**src/logic/asq_map.vh**
```
// Register map and timing constants of the converter sequencer
// Function
// - Stop-on-first-irq halts sequence, clears auto-sample
// - Stop cleared: keep converting, results overwrite
// - Auto-sample restarts sampling, sets sample-enable
// - Manual trigger: writing zero starts conversion
// - Nonzero trigger: hardware ends sampling
// - Sample-enable reads one while acquiring
// - Done flag set on conversion complete
// - Clearing done leaves operation untouched
// - Done cleared when new conversion begins
// - Control bit three reads zero
// - Input select in bits 21:16, low zero
// - Small variant: pins 0-27, ref, temp, open
// - Large variant: pins 0-47, ref, temp, open
// - Disabled: clocks stop, writes ignored; code freezes only timer and sequencer, mux output flops still clock
// - Disable bit one disables, default cleared
`ifndef ASQ_MAP_VH
`define ASQ_MAP_VH

// ----------------------------------------
// Register offsets
// ----------------------------------------
`define ASQ_OFF_CTRL1       12'h000
`define ASQ_OFF_INSEL       12'h010
`define ASQ_OFF_PMD         12'h020
`define ASQ_OFF_STATUS      12'h030

// ----------------------------------------
// Field positions
// ----------------------------------------
`define ASQ_BIT_DONE        0
`define ASQ_BIT_SAMPLE_ENABLE        1
`define ASQ_BIT_AUTO_SAMPLE        2
`define ASQ_BIT_STOP        4
`define ASQ_TRIG_LSB        5
`define ASQ_TRIG_MSB        7
`define ASQ_BIT_ON          15
`define ASQ_SEL_LSB         16
`define ASQ_SEL_MSB         21
`define ASQ_BIT_PMD         0
`define ASQ_BIT_IRQ         0
`define ASQ_BIT_SEQEND      1
`define ASQ_BIT_SAMPLING    2
`define ASQ_BIT_CONVERTING  3

// ----------------------------------------
// Reset values and codes
// ----------------------------------------
`define ASQ_RST_CTRL1       32'h0000_0000
`define ASQ_RST_INSEL       6'h00
`define ASQ_TRIG_MANUAL     3'h0
`define ASQ_SEL_SMALL_LAST  6'h1B
`define ASQ_SEL_SMALL_REF   6'h1C
`define ASQ_SEL_SMALL_TEMP  6'h1D
`define ASQ_SEL_SMALL_OPEN  6'h1E
`define ASQ_SEL_LARGE_LAST  6'h2F
`define ASQ_SEL_LARGE_REF   6'h30
`define ASQ_SEL_LARGE_TEMP  6'h31
`define ASQ_SEL_LARGE_OPEN  6'h32

// ----------------------------------------
// Timing
// ----------------------------------------
`define ASQ_CLK_MHZ         50
`define ASQ_CONV_NS         240
`define ASQ_CONV_CYCLES     ((`ASQ_CONV_NS * `ASQ_CLK_MHZ + 999) / 1000)
`define ASQ_AUTO_SAMPLE_ENABLE_NS    100
`define ASQ_AUTO_SAMPLE_ENABLE_CYC   ((`ASQ_AUTO_SAMPLE_ENABLE_NS * `ASQ_CLK_MHZ + 999) / 1000)

`endif

```
**src/logic/asq_input_decode.v**
```verilog
// Positive-input multiplexer decoder for both pin-count variants
`timescale 1ns/100ps
`default_nettype none
`include "asq_map.vh"

module asq_input_decode
(
  input  wire       large_variant,
  input  wire [5:0] positive_input_select,
  output reg  [5:0] analog_pin,
  output reg        pin_valid,
  output reg        internal_reference,
  output reg        temperature_sensor_input,
  output reg        open_input,
  output reg        code_reserved
);

  always @*
  begin
    analog_pin               = positive_input_select;
    pin_valid                = 1'b0;
    internal_reference       = 1'b0;
    temperature_sensor_input = 1'b0;
    open_input               = 1'b0;
    code_reserved            = 1'b0;
    if (large_variant)
    begin
      if (positive_input_select <= `ASQ_SEL_LARGE_LAST)
        pin_valid = 1'b1;
      else if (positive_input_select == `ASQ_SEL_LARGE_REF)
        internal_reference = 1'b1;
      else if (positive_input_select == `ASQ_SEL_LARGE_TEMP)
        temperature_sensor_input = 1'b1;
      else if (positive_input_select == `ASQ_SEL_LARGE_OPEN)
        open_input = 1'b1;
      else
        code_reserved = 1'b1;
    end
    else
    begin
      if (positive_input_select <= `ASQ_SEL_SMALL_LAST)
        pin_valid = 1'b1;
      else if (positive_input_select == `ASQ_SEL_SMALL_REF)
        internal_reference = 1'b1;
      else if (positive_input_select == `ASQ_SEL_SMALL_TEMP)
        temperature_sensor_input = 1'b1;
      else if (positive_input_select == `ASQ_SEL_SMALL_OPEN)
        open_input = 1'b1;
      else
        code_reserved = 1'b1;
    end
    if (!pin_valid)
      analog_pin = 6'h00;
  end

endmodule // asq_input_decode
`default_nettype wire

```
**src/logic/asq_conv_timer.v**
```verilog
// Conversion-time counter: one pulse when a started conversion ends
`timescale 1ns/100ps
`default_nettype none
`include "asq_map.vh"

module asq_conv_timer
(
  input  wire pclk,
  input  wire presetn,
  input  wire run,
  input  wire start,
  output wire busy,
  output reg  finish
);

  localparam integer CONV_CYCLES = `ASQ_CONV_CYCLES;
  localparam [7:0]   CONV_LAST   = CONV_CYCLES[7:0] - 8'h01;

  reg [7:0] count_reg;
  reg       busy_reg;

  assign busy = busy_reg;

  always @(posedge pclk or negedge presetn)
  begin
    if (!presetn)
    begin
      count_reg <= 8'h00;
      busy_reg  <= 1'b0;
      finish    <= 1'b0;
    end
    else if (run)
    begin
      finish <= 1'b0;
      // A new start restarts the count, dropping any run left from a switch-off
      if (start)
      begin
        busy_reg  <= 1'b1;
        count_reg <= 8'h00;
      end
      else if (busy_reg)
      begin
        if (count_reg == CONV_LAST)
        begin
          busy_reg <= 1'b0;
          finish   <= 1'b1;
        end
        else
          count_reg <= count_reg + 8'h01;
      end
    end
    else
      finish <= 1'b0;
  end

endmodule // asq_conv_timer
`default_nettype wire

```
**src/logic/asq_sequencer.v**
```verilog
// Sample/convert sequencer with its APB register file
`timescale 1ns/100ps
`default_nettype none
`include "asq_map.vh"

module asq_sequencer
(
  input  wire        pclk,
  input  wire        presetn,
  input  wire        psel,
  input  wire        penable,
  input  wire        pwrite,
  input  wire [11:0] paddr,
  input  wire [31:0] pwdata,
  output wire        pready,
  output reg  [31:0] prdata,
  output wire        pslverr,
  input  wire        large_variant,
  input  wire        trigger_in,
  output reg         sample_hold_acquire,
  output reg         convert_start,
  output reg  [5:0]  mux_analog_pin,
  output reg         mux_pin_valid,
  output reg         mux_internal_reference,
  output reg         mux_temperature_sensor,
  output reg         mux_open_input,
  output reg         converter_irq
);

  // ----------------------------------------
  // State machine codes
  // ----------------------------------------
  localparam [1:0] ST_IDLE   = 2'h0;
  localparam [1:0] ST_SAMPLE = 2'h1;
  localparam [1:0] ST_CONV   = 2'h2;

  // Integer first, then cut to the counter width on purpose
  localparam integer AUTO_SAMPLE_ENABLE_CYC  = `ASQ_AUTO_SAMPLE_ENABLE_CYC;
  localparam [7:0]   AUTO_SAMPLE_ENABLE_LAST = AUTO_SAMPLE_ENABLE_CYC[7:0] - 8'h01;

  // ----------------------------------------
  // Registers
  // ----------------------------------------
  reg [1:0]  state_reg;
  reg [1:0]  state_next;
  reg        module_on_reg;
  reg [2:0]  trig_src_reg;
  reg        stop_on_first_irq_reg;
  reg        auto_sample_reg;
  reg        done_reg;
  reg        halted_reg;
  reg [5:0]  insel_reg;
  reg        module_disable_reg;
  reg [7:0]  sample_enable_cnt_reg;

  wire       conv_busy;
  wire       conv_finish;
  wire [5:0] dec_pin;
  wire       dec_valid;
  wire       dec_ref;
  wire       dec_temp;
  wire       dec_open;

  function hit;
    input [11:0] addr;
    input [11:0] offset;
    begin
      hit = (addr == offset);
    end
  endfunction

  // ----------------------------------------
  // Bus decode
  // ----------------------------------------
  // Disabled module ignores all writes except the disable register itself
  wire wr_access = psel && penable && pwrite;
  wire wr_pmd    = wr_access && hit(paddr, `ASQ_OFF_PMD);
  wire wr_en     = wr_access && !module_disable_reg;
  wire wr_ctrl   = wr_en && hit(paddr, `ASQ_OFF_CTRL1);
  wire wr_insel  = wr_en && hit(paddr, `ASQ_OFF_INSEL);
  wire wr_status = wr_en && hit(paddr, `ASQ_OFF_STATUS);
  wire mapped    = hit(paddr, `ASQ_OFF_CTRL1) || hit(paddr, `ASQ_OFF_INSEL) ||
                   hit(paddr, `ASQ_OFF_PMD) || hit(paddr, `ASQ_OFF_STATUS);

  assign pready  = 1'b1;
  assign pslverr = psel && penable && !mapped;

  // Module clock gate modelled as a run qualifier on the timer and sequencer flops; the mux output flops are not gated
  wire run = module_on_reg && !module_disable_reg;

  // ----------------------------------------
  // Sequencing qualifiers
  // ----------------------------------------
  // Same-cycle ON write counts, so one write can switch on and start sampling
  wire on_next     = wr_ctrl ? pwdata[`ASQ_BIT_ON] : module_on_reg;
  wire sampling    = (state_reg == ST_SAMPLE);
  wire sw_sample_enable_set = wr_ctrl && pwdata[`ASQ_BIT_SAMPLE_ENABLE];
  wire sw_sample_enable_clr = wr_ctrl && !pwdata[`ASQ_BIT_SAMPLE_ENABLE];
  wire manual_trig = (trig_src_reg == `ASQ_TRIG_MANUAL);
  wire auto_sample_ready = (sample_enable_cnt_reg == AUTO_SAMPLE_ENABLE_LAST);
  // Hardware end of sampling: external trigger, or code 7 timed internally
  wire hw_end_sample = !manual_trig &&
                       (trigger_in || (trig_src_reg == 3'h7 && auto_sample_ready));
  // A run cut short by switching off leaves the timer busy; its late finish
  // outside a conversion must not set done or raise the irq
  wire conv_done    = conv_finish && (state_reg == ST_CONV);
  wire sequence_irq = conv_done;

  // ----------------------------------------
  // Sample/convert state machine
  // ----------------------------------------
  always @*
  begin
    state_next = state_reg;
    case (state_reg)
      ST_IDLE:
      begin
        if (sw_sample_enable_set && !auto_sample_reg)
          state_next = ST_SAMPLE;
        else if (auto_sample_reg && !halted_reg)
          state_next = ST_SAMPLE;
      end
      ST_SAMPLE:
      begin
        if (manual_trig && sw_sample_enable_clr)
          state_next = ST_CONV;
        else if (hw_end_sample)
          state_next = ST_CONV;
      end
      ST_CONV:
      begin
        if (conv_done)
        begin
          if (auto_sample_reg && !stop_on_first_irq_reg)
            state_next = ST_SAMPLE;
          else
            state_next = ST_IDLE;
        end
      end
      default:
        state_next = ST_IDLE;
    endcase
    if (!on_next)
      state_next = ST_IDLE;
  end

  always @(posedge pclk or negedge presetn)
  begin
    if (!presetn)
    begin
      state_reg     <= ST_IDLE;
      sample_enable_cnt_reg  <= 8'h00;
      convert_start <= 1'b0;
      halted_reg    <= 1'b0;
    end
    else if (run || !module_on_reg)
    begin
      state_reg     <= state_next;
      convert_start <= (state_reg == ST_SAMPLE) && (state_next == ST_CONV);
      if (state_reg == ST_SAMPLE && !auto_sample_ready)
        sample_enable_cnt_reg <= sample_enable_cnt_reg + 8'h01;
      else if (state_reg != ST_SAMPLE)
        sample_enable_cnt_reg <= 8'h00;
      if (sequence_irq && stop_on_first_irq_reg)
        halted_reg <= 1'b1;
      else if (wr_ctrl && pwdata[`ASQ_BIT_AUTO_SAMPLE])
        halted_reg <= 1'b0;
    end
  end

  // ----------------------------------------
  // Control register fields
  // ----------------------------------------
  always @(posedge pclk or negedge presetn)
  begin
    if (!presetn)
    begin
      module_on_reg         <= 1'b0;
      trig_src_reg          <= 3'h0;
      stop_on_first_irq_reg <= 1'b0;
      auto_sample_reg       <= 1'b0;
      done_reg              <= 1'b0;
      insel_reg             <= `ASQ_RST_INSEL;
      module_disable_reg    <= 1'b0;
      converter_irq         <= 1'b0;
    end
    else
    begin
      if (wr_pmd)
        module_disable_reg <= pwdata[`ASQ_BIT_PMD];
      if (wr_ctrl)
      begin
        module_on_reg         <= pwdata[`ASQ_BIT_ON];
        trig_src_reg          <= pwdata[`ASQ_TRIG_MSB:`ASQ_TRIG_LSB];
        stop_on_first_irq_reg <= pwdata[`ASQ_BIT_STOP];
        auto_sample_reg       <= pwdata[`ASQ_BIT_AUTO_SAMPLE];
      end
      if (run && sequence_irq && stop_on_first_irq_reg)
        auto_sample_reg <= 1'b0;
      if (wr_insel)
        insel_reg <= pwdata[`ASQ_SEL_MSB:`ASQ_SEL_LSB];
      // Hardware set beats a simultaneous software clear
      if (run && conv_done)
        done_reg <= 1'b1;
      else if (run && convert_start)
        done_reg <= 1'b0;
      else if (wr_ctrl && !pwdata[`ASQ_BIT_DONE])
        done_reg <= 1'b0;
      if (run && sequence_irq)
        converter_irq <= 1'b1;
      else if (wr_status && pwdata[`ASQ_BIT_IRQ])
        converter_irq <= 1'b0;
    end
  end

  // ----------------------------------------
  // Conversion timer and input decoder
  // ----------------------------------------
  asq_conv_timer u_conv_timer
  (
    .pclk    (pclk),
    .presetn (presetn),
    .run     (run),
    .start   (convert_start),
    .busy    (conv_busy),
    .finish  (conv_finish)
  );

  asq_input_decode u_input_decode
  (
    .large_variant            (large_variant),
    .positive_input_select    (insel_reg),
    .analog_pin               (dec_pin),
    .pin_valid                (dec_valid),
    .internal_reference       (dec_ref),
    .temperature_sensor_input (dec_temp),
    .open_input               (dec_open),
    .code_reserved            ()
  );

  // ----------------------------------------
  // Sample/hold and multiplexer outputs
  // ----------------------------------------
  always @(posedge pclk or negedge presetn)
  begin
    if (!presetn)
    begin
      sample_hold_acquire    <= 1'b0;
      mux_analog_pin         <= 6'h00;
      mux_pin_valid          <= 1'b0;
      mux_internal_reference <= 1'b0;
      mux_temperature_sensor <= 1'b0;
      mux_open_input         <= 1'b0;
    end
    else
    begin
      sample_hold_acquire    <= (state_next == ST_SAMPLE) && run;
      mux_analog_pin         <= dec_pin;
      mux_pin_valid          <= dec_valid;
      mux_internal_reference <= dec_ref;
      mux_temperature_sensor <= dec_temp;
      mux_open_input         <= dec_open;
    end
  end

  // ----------------------------------------
  // Read data
  // ----------------------------------------
  // Reads of a disabled module return zero except the disable register; their value has no meaning
  always @*
  begin
    prdata = 32'h0000_0000;
    if (psel && !module_disable_reg)
    begin
      if (hit(paddr, `ASQ_OFF_CTRL1))
      begin
        prdata[`ASQ_BIT_ON]                     = module_on_reg;
        prdata[`ASQ_TRIG_MSB:`ASQ_TRIG_LSB]     = trig_src_reg;
        prdata[`ASQ_BIT_STOP]                   = stop_on_first_irq_reg;
        prdata[`ASQ_BIT_AUTO_SAMPLE]                   = auto_sample_reg;
        prdata[`ASQ_BIT_SAMPLE_ENABLE]                   = sampling;
        prdata[`ASQ_BIT_DONE]                   = done_reg;
        // Bit three left at zero
      end
      else if (hit(paddr, `ASQ_OFF_INSEL))
        prdata[`ASQ_SEL_MSB:`ASQ_SEL_LSB] = insel_reg;
      else if (hit(paddr, `ASQ_OFF_STATUS))
      begin
        // Sticky irq, cleared by writing one
        prdata[`ASQ_BIT_IRQ]        = converter_irq;
        prdata[`ASQ_BIT_SEQEND]     = halted_reg;
        prdata[`ASQ_BIT_SAMPLING]   = sampling;
        prdata[`ASQ_BIT_CONVERTING] = conv_busy;
      end
    end
    if (psel && hit(paddr, `ASQ_OFF_PMD))
      prdata[`ASQ_BIT_PMD] = module_disable_reg;
  end

endmodule // asq_sequencer
`default_nettype wire

```
**config.mk**
```make
export PLATFORM = sky130hd
export DESIGN_NAME = asq_sequencer
export DESIGN_NICKNAME = d
export VERILOG_FILES = /design/src/logic/asq_input_decode.v /design/src/logic/asq_conv_timer.v /design/src/logic/asq_sequencer.v
export VERILOG_INCLUDE_DIRS = /design/src /design/src/logic
export SDC_FILE = /design/constraint.sdc
export NUM_CORES = 1
export LEC_CHECK = 0
export BUFFER_PORTS_ARGS = -buffer_cell sky130_fd_sc_hd__buf_2
export CAP_MARGIN = 10
export CORE_ASPECT_RATIO = 0.7
export CORE_MARGIN = 1
export CORE_UTILIZATION = 40
export DETAILED_ROUTE_END_ITERATION = 6
export PLACE_DENSITY_LB_ADDON = 0.05
export SYNTH_ARGS = -nofsm -noshare
export SYNTH_HDL_FRONTEND = slang
export SYNTH_SLANG_ARGS = --single-unit
```
**constraint.sdc**
```tcl
create_clock -name pclk -period 5.81 [get_ports pclk]
set_input_delay 1.162 -clock pclk [delete_from_list [all_inputs] [get_ports pclk]]
set_output_delay 1.162 -clock pclk [all_outputs]
set_load 0.005 [all_outputs]
```
==> results by group <==
Die
  • Initial Util: roughly 42%
  • DIE WIDTH: approximately 99 um
  • Die Area: 6970 um^2
  • Top-Level Pins: a little under 100
  • Core area: ~6300 um^2
  • Die Span Y: approximately 70 um
  • # rows: 24

Placed design
  • Placed Cells: 400
  • Dpl hpwl: between 4 and 5 mm
  • Port Buffers: 61
  • RePlAce Congestion: 0.8050

Pwr
  • Peak VDD IR: slightly above 80 uV
  • Leakage: between 1.5 and 2 nW
  • Pwr/cell area: 188.5 nW/um^2
  • Design Power: 0.0005761 W

Drt
  • Initial DRC count: between 100 and 150
  • Routed WL: ~6.3 mm
  • DRC: 0
  • Wirelength per Cell: approximately 15 um
  • 1st-pass router iterations: 4
  • Via density: roughly 5.3
  • Routed vias: about 2200
  • Detail Route Antenna Nets: 0

Cells and area
  • Antenna Cells: 0
  • NumNets Final: 383
  • Layout area overhead: 15.18%
  • Fin cells: 408
  • Final core occ: between 40% and 50%
  • Fraction of layout cells with a size suffix above 1: ~28%

Clocking
  • TritonCTS Buffers: 5
  • Clk sinks: 48
  • Root buffer cell: clkbuf_8
  • Skew-Pair Late Insertion Delay: ~0.31 ns
  • # hold bufs at CTS: 0
  • CTS tree: done
  • Htree depth: 2
  • Post-CTS Setup Inserts: 0
  • Longest Clk Path Bufs: 2
  • Worst-path clk slew: roughly 0.10 ns
  • Post-cts resize count: 0

Logic synthesis
  • Syn Area/Cell: approximately 9.9 um^2
  • Synthesized area: roughly 2700 um^2
  • Yosys reg bits: between 40 and 50
  • Share of the synthesized area in the top cell type: a little under half
  • Top_reg_cell synth: dfrtp_1
  • Area leader, netlist: dfrtp_1
  • Post-Synthesis Cells: between 200 and 300
  • Synth area leaders: dfrtp_1 (45%), buf_4 (5.1%), and2_1 (4.5%)
  • Post-synthesis sequential area ratio: about 45%
  • FFs w/ async S/R, synth: 100.0%
  • Yosys cell types: between 60 and 70
  • Synth Warn #: 0
  • EDFF count, synth: 0

STA
  • RSZ-0062 raised after global routing: false
  • Slew @ Worst Pin: 0.6504 ns
  • Pins Over Slew Limit: 0
  • Setup TNS: 0 ns
  • FMAX: around 0.24 GHz
  • Post-route minimum period: approximately 4.1 ns
  • Final Hold Fails: 0
  • Final setup viols: 0
  • Clock Skew: between 0.004 and 0.005 ns
  • Fin crit share: 70.83%
  • Relative slew slack: between 50 and 60%

Critical path
  • Sequence of cells on the critical path: buf_2, nor4_4, nand3_1, or3_4, nor3b_2, and2_1, buf_2
  • Critical path arrival: between 2 and 3 ns
  • Critical Path Fanout Max: 6
  • Slowest cell on the critical path: or3_4
  • Most used cell, CP: buf_2
  • Setup crit end kind: primary output
  • Startpoint Class: input pin
  • Required time of the critical path: approximately 4.7 ns
  • Critical path type: input pin to primary output
  • Crit path largest cell delay: roughly 0.44 ns

Flow run
  • Max_cap viols: 0

Global route
  • Global-route wire length before repair: slightly above 10 mm
  • Grt total ovfl: 0
  • Antenna violations before repair: 0
  • GRT Overall Usage: between 10% and 20%
  • Vias in the first global route: approximately 2000
  • Largest net degree at the start of global routing: 49

Outcome
  • Status: finished, final reports clean

Worst hold path
  • Worst Hold Class: flop to flop
[power by group]
group,switching (W),internal (W)
logic,0.0000211,0.0000117
registers,0.000000199,0.000334
clock network,0.000123,0.0000857
[cells in the mapped netlist (all sizes together) (2+ instances only)]
library cell  instances
nor4b                 2
xor2                  4
o21ai                 9
conb                  2
and3b                 2
dfrtp                48
nor3                 10
o211ai                4
o2111ai               3
o31ai                 2
and2                 20
a22oi                 2
a21oi                 6
nor4                  6
or4b                  2
nor2b                 3
nand2b                5
nand2                31
a31oi                 2
mux2                  8
buf                  19
nor2                 16
or2                   2
a21o                  2
xnor2                 2
inv                   7
o41ai                 3
and3                  3
clkbuf                5
nand3                 8
or3                   3
nor3b                 6
ha                    3
[kinds of logic (layout without fill, tap and decap cells)]
family / count (synthesis) / in the layout / synth area share (%)
multiplexers: 9 / 9 / 4.243
AO/OA/AOI/OAI: 44 / 44 / 11.83
AND/OR/NAND/NOR: 124 / 124 / 27.77
buffers and inverters: 31 / 78 / 7.213
flip-flops: 48 / 48 / 45.26
XOR/XNOR: 6 / 6 / 1.980
adder cells (fa/ha/maj): 3 / 3 / 1.415
other: 2 / 18 / 0.2830
[worst max-delay path: cells and delay by family]
kind | cells | cell delay (ns)
buffers and inverters | 2 | 0.22
AND/OR/NAND/NOR | 5 | 1.57
[area by class of cell]
class | instances | area, um^2
timing repair buffer | 63 | 320.3
multi-input combinational | 204 | 1321
clock inverter | 3 | 21.27
clock buffer | 5 | 68.82
inverter | 7 | 26.28
sequential | 48 | 1201
tap | 78 | 97.59
fill | 630 | 3249
[stage by stage]
stage          instance area, um^2  hold WS [ns]  worst slack (ns)
5_1_grt                       3057        0.5540             1.518
3_3_place_gp                  2967        0.4915             1.622
2_1_floorplan                 2714        0.4587             2.136
6_report                      3057        0.5172             1.695
4_1_cts                       3057        0.5173             1.642
3_5_place_dp                  2967        0.5027             1.647
[per-layer routing]
metal | track usage, % | wire length [um]
met1 | 30.26 | 3340
met2 | 25.00 | 2386
met3 | 4.605 | 486
met4 | 4.902 | 52
met5 | 0 | 0
[cell usage in the layout (no fill, tap or decap), drive strengths merged, types with 3 or more instances in the layout]
master	Yosys	layout
nor3b	6	6
ha	3	3
mux2	8	8
xor2	4	4
dfrtp	48	48
nor2	16	16
o41ai	3	3
o2111ai	3	3
o21ai	9	9
nor2b	3	3
buf	19	63
inv	7	8
nand3	8	8
conb	2	18
nor4	6	6
nor3	10	10
and3	3	3
clkbuf	5	5
a21oi	6	6
nand2b	5	5
o211ai	4	4
or3	3	3
and2	20	20
nand2	31	31
[path summary, 6_finish.rpt]
check                                            end  cells past startpoint  slack, ns                 startpoint
setup / recovery                          prdata[17]                      7       1.69                   paddr[9]
hold reg to reg                    mux_analog_pin[5]                      1       0.52               insel_reg[4]
setup reg to reg           u_conv_timer.count_reg[6]                      6       3.47  u_conv_timer.count_reg[0]
min in group asynchronous  u_conv_timer.count_reg[3]                      2       0.95                    presetn
max in group asynchronous   sample_enable_cnt_reg[5]                      2       4.43                    presetn
hold / removal                     mux_analog_pin[5]                      1       0.52               insel_reg[4]
No activity file was read; power rests on OpenSTA's default activity.
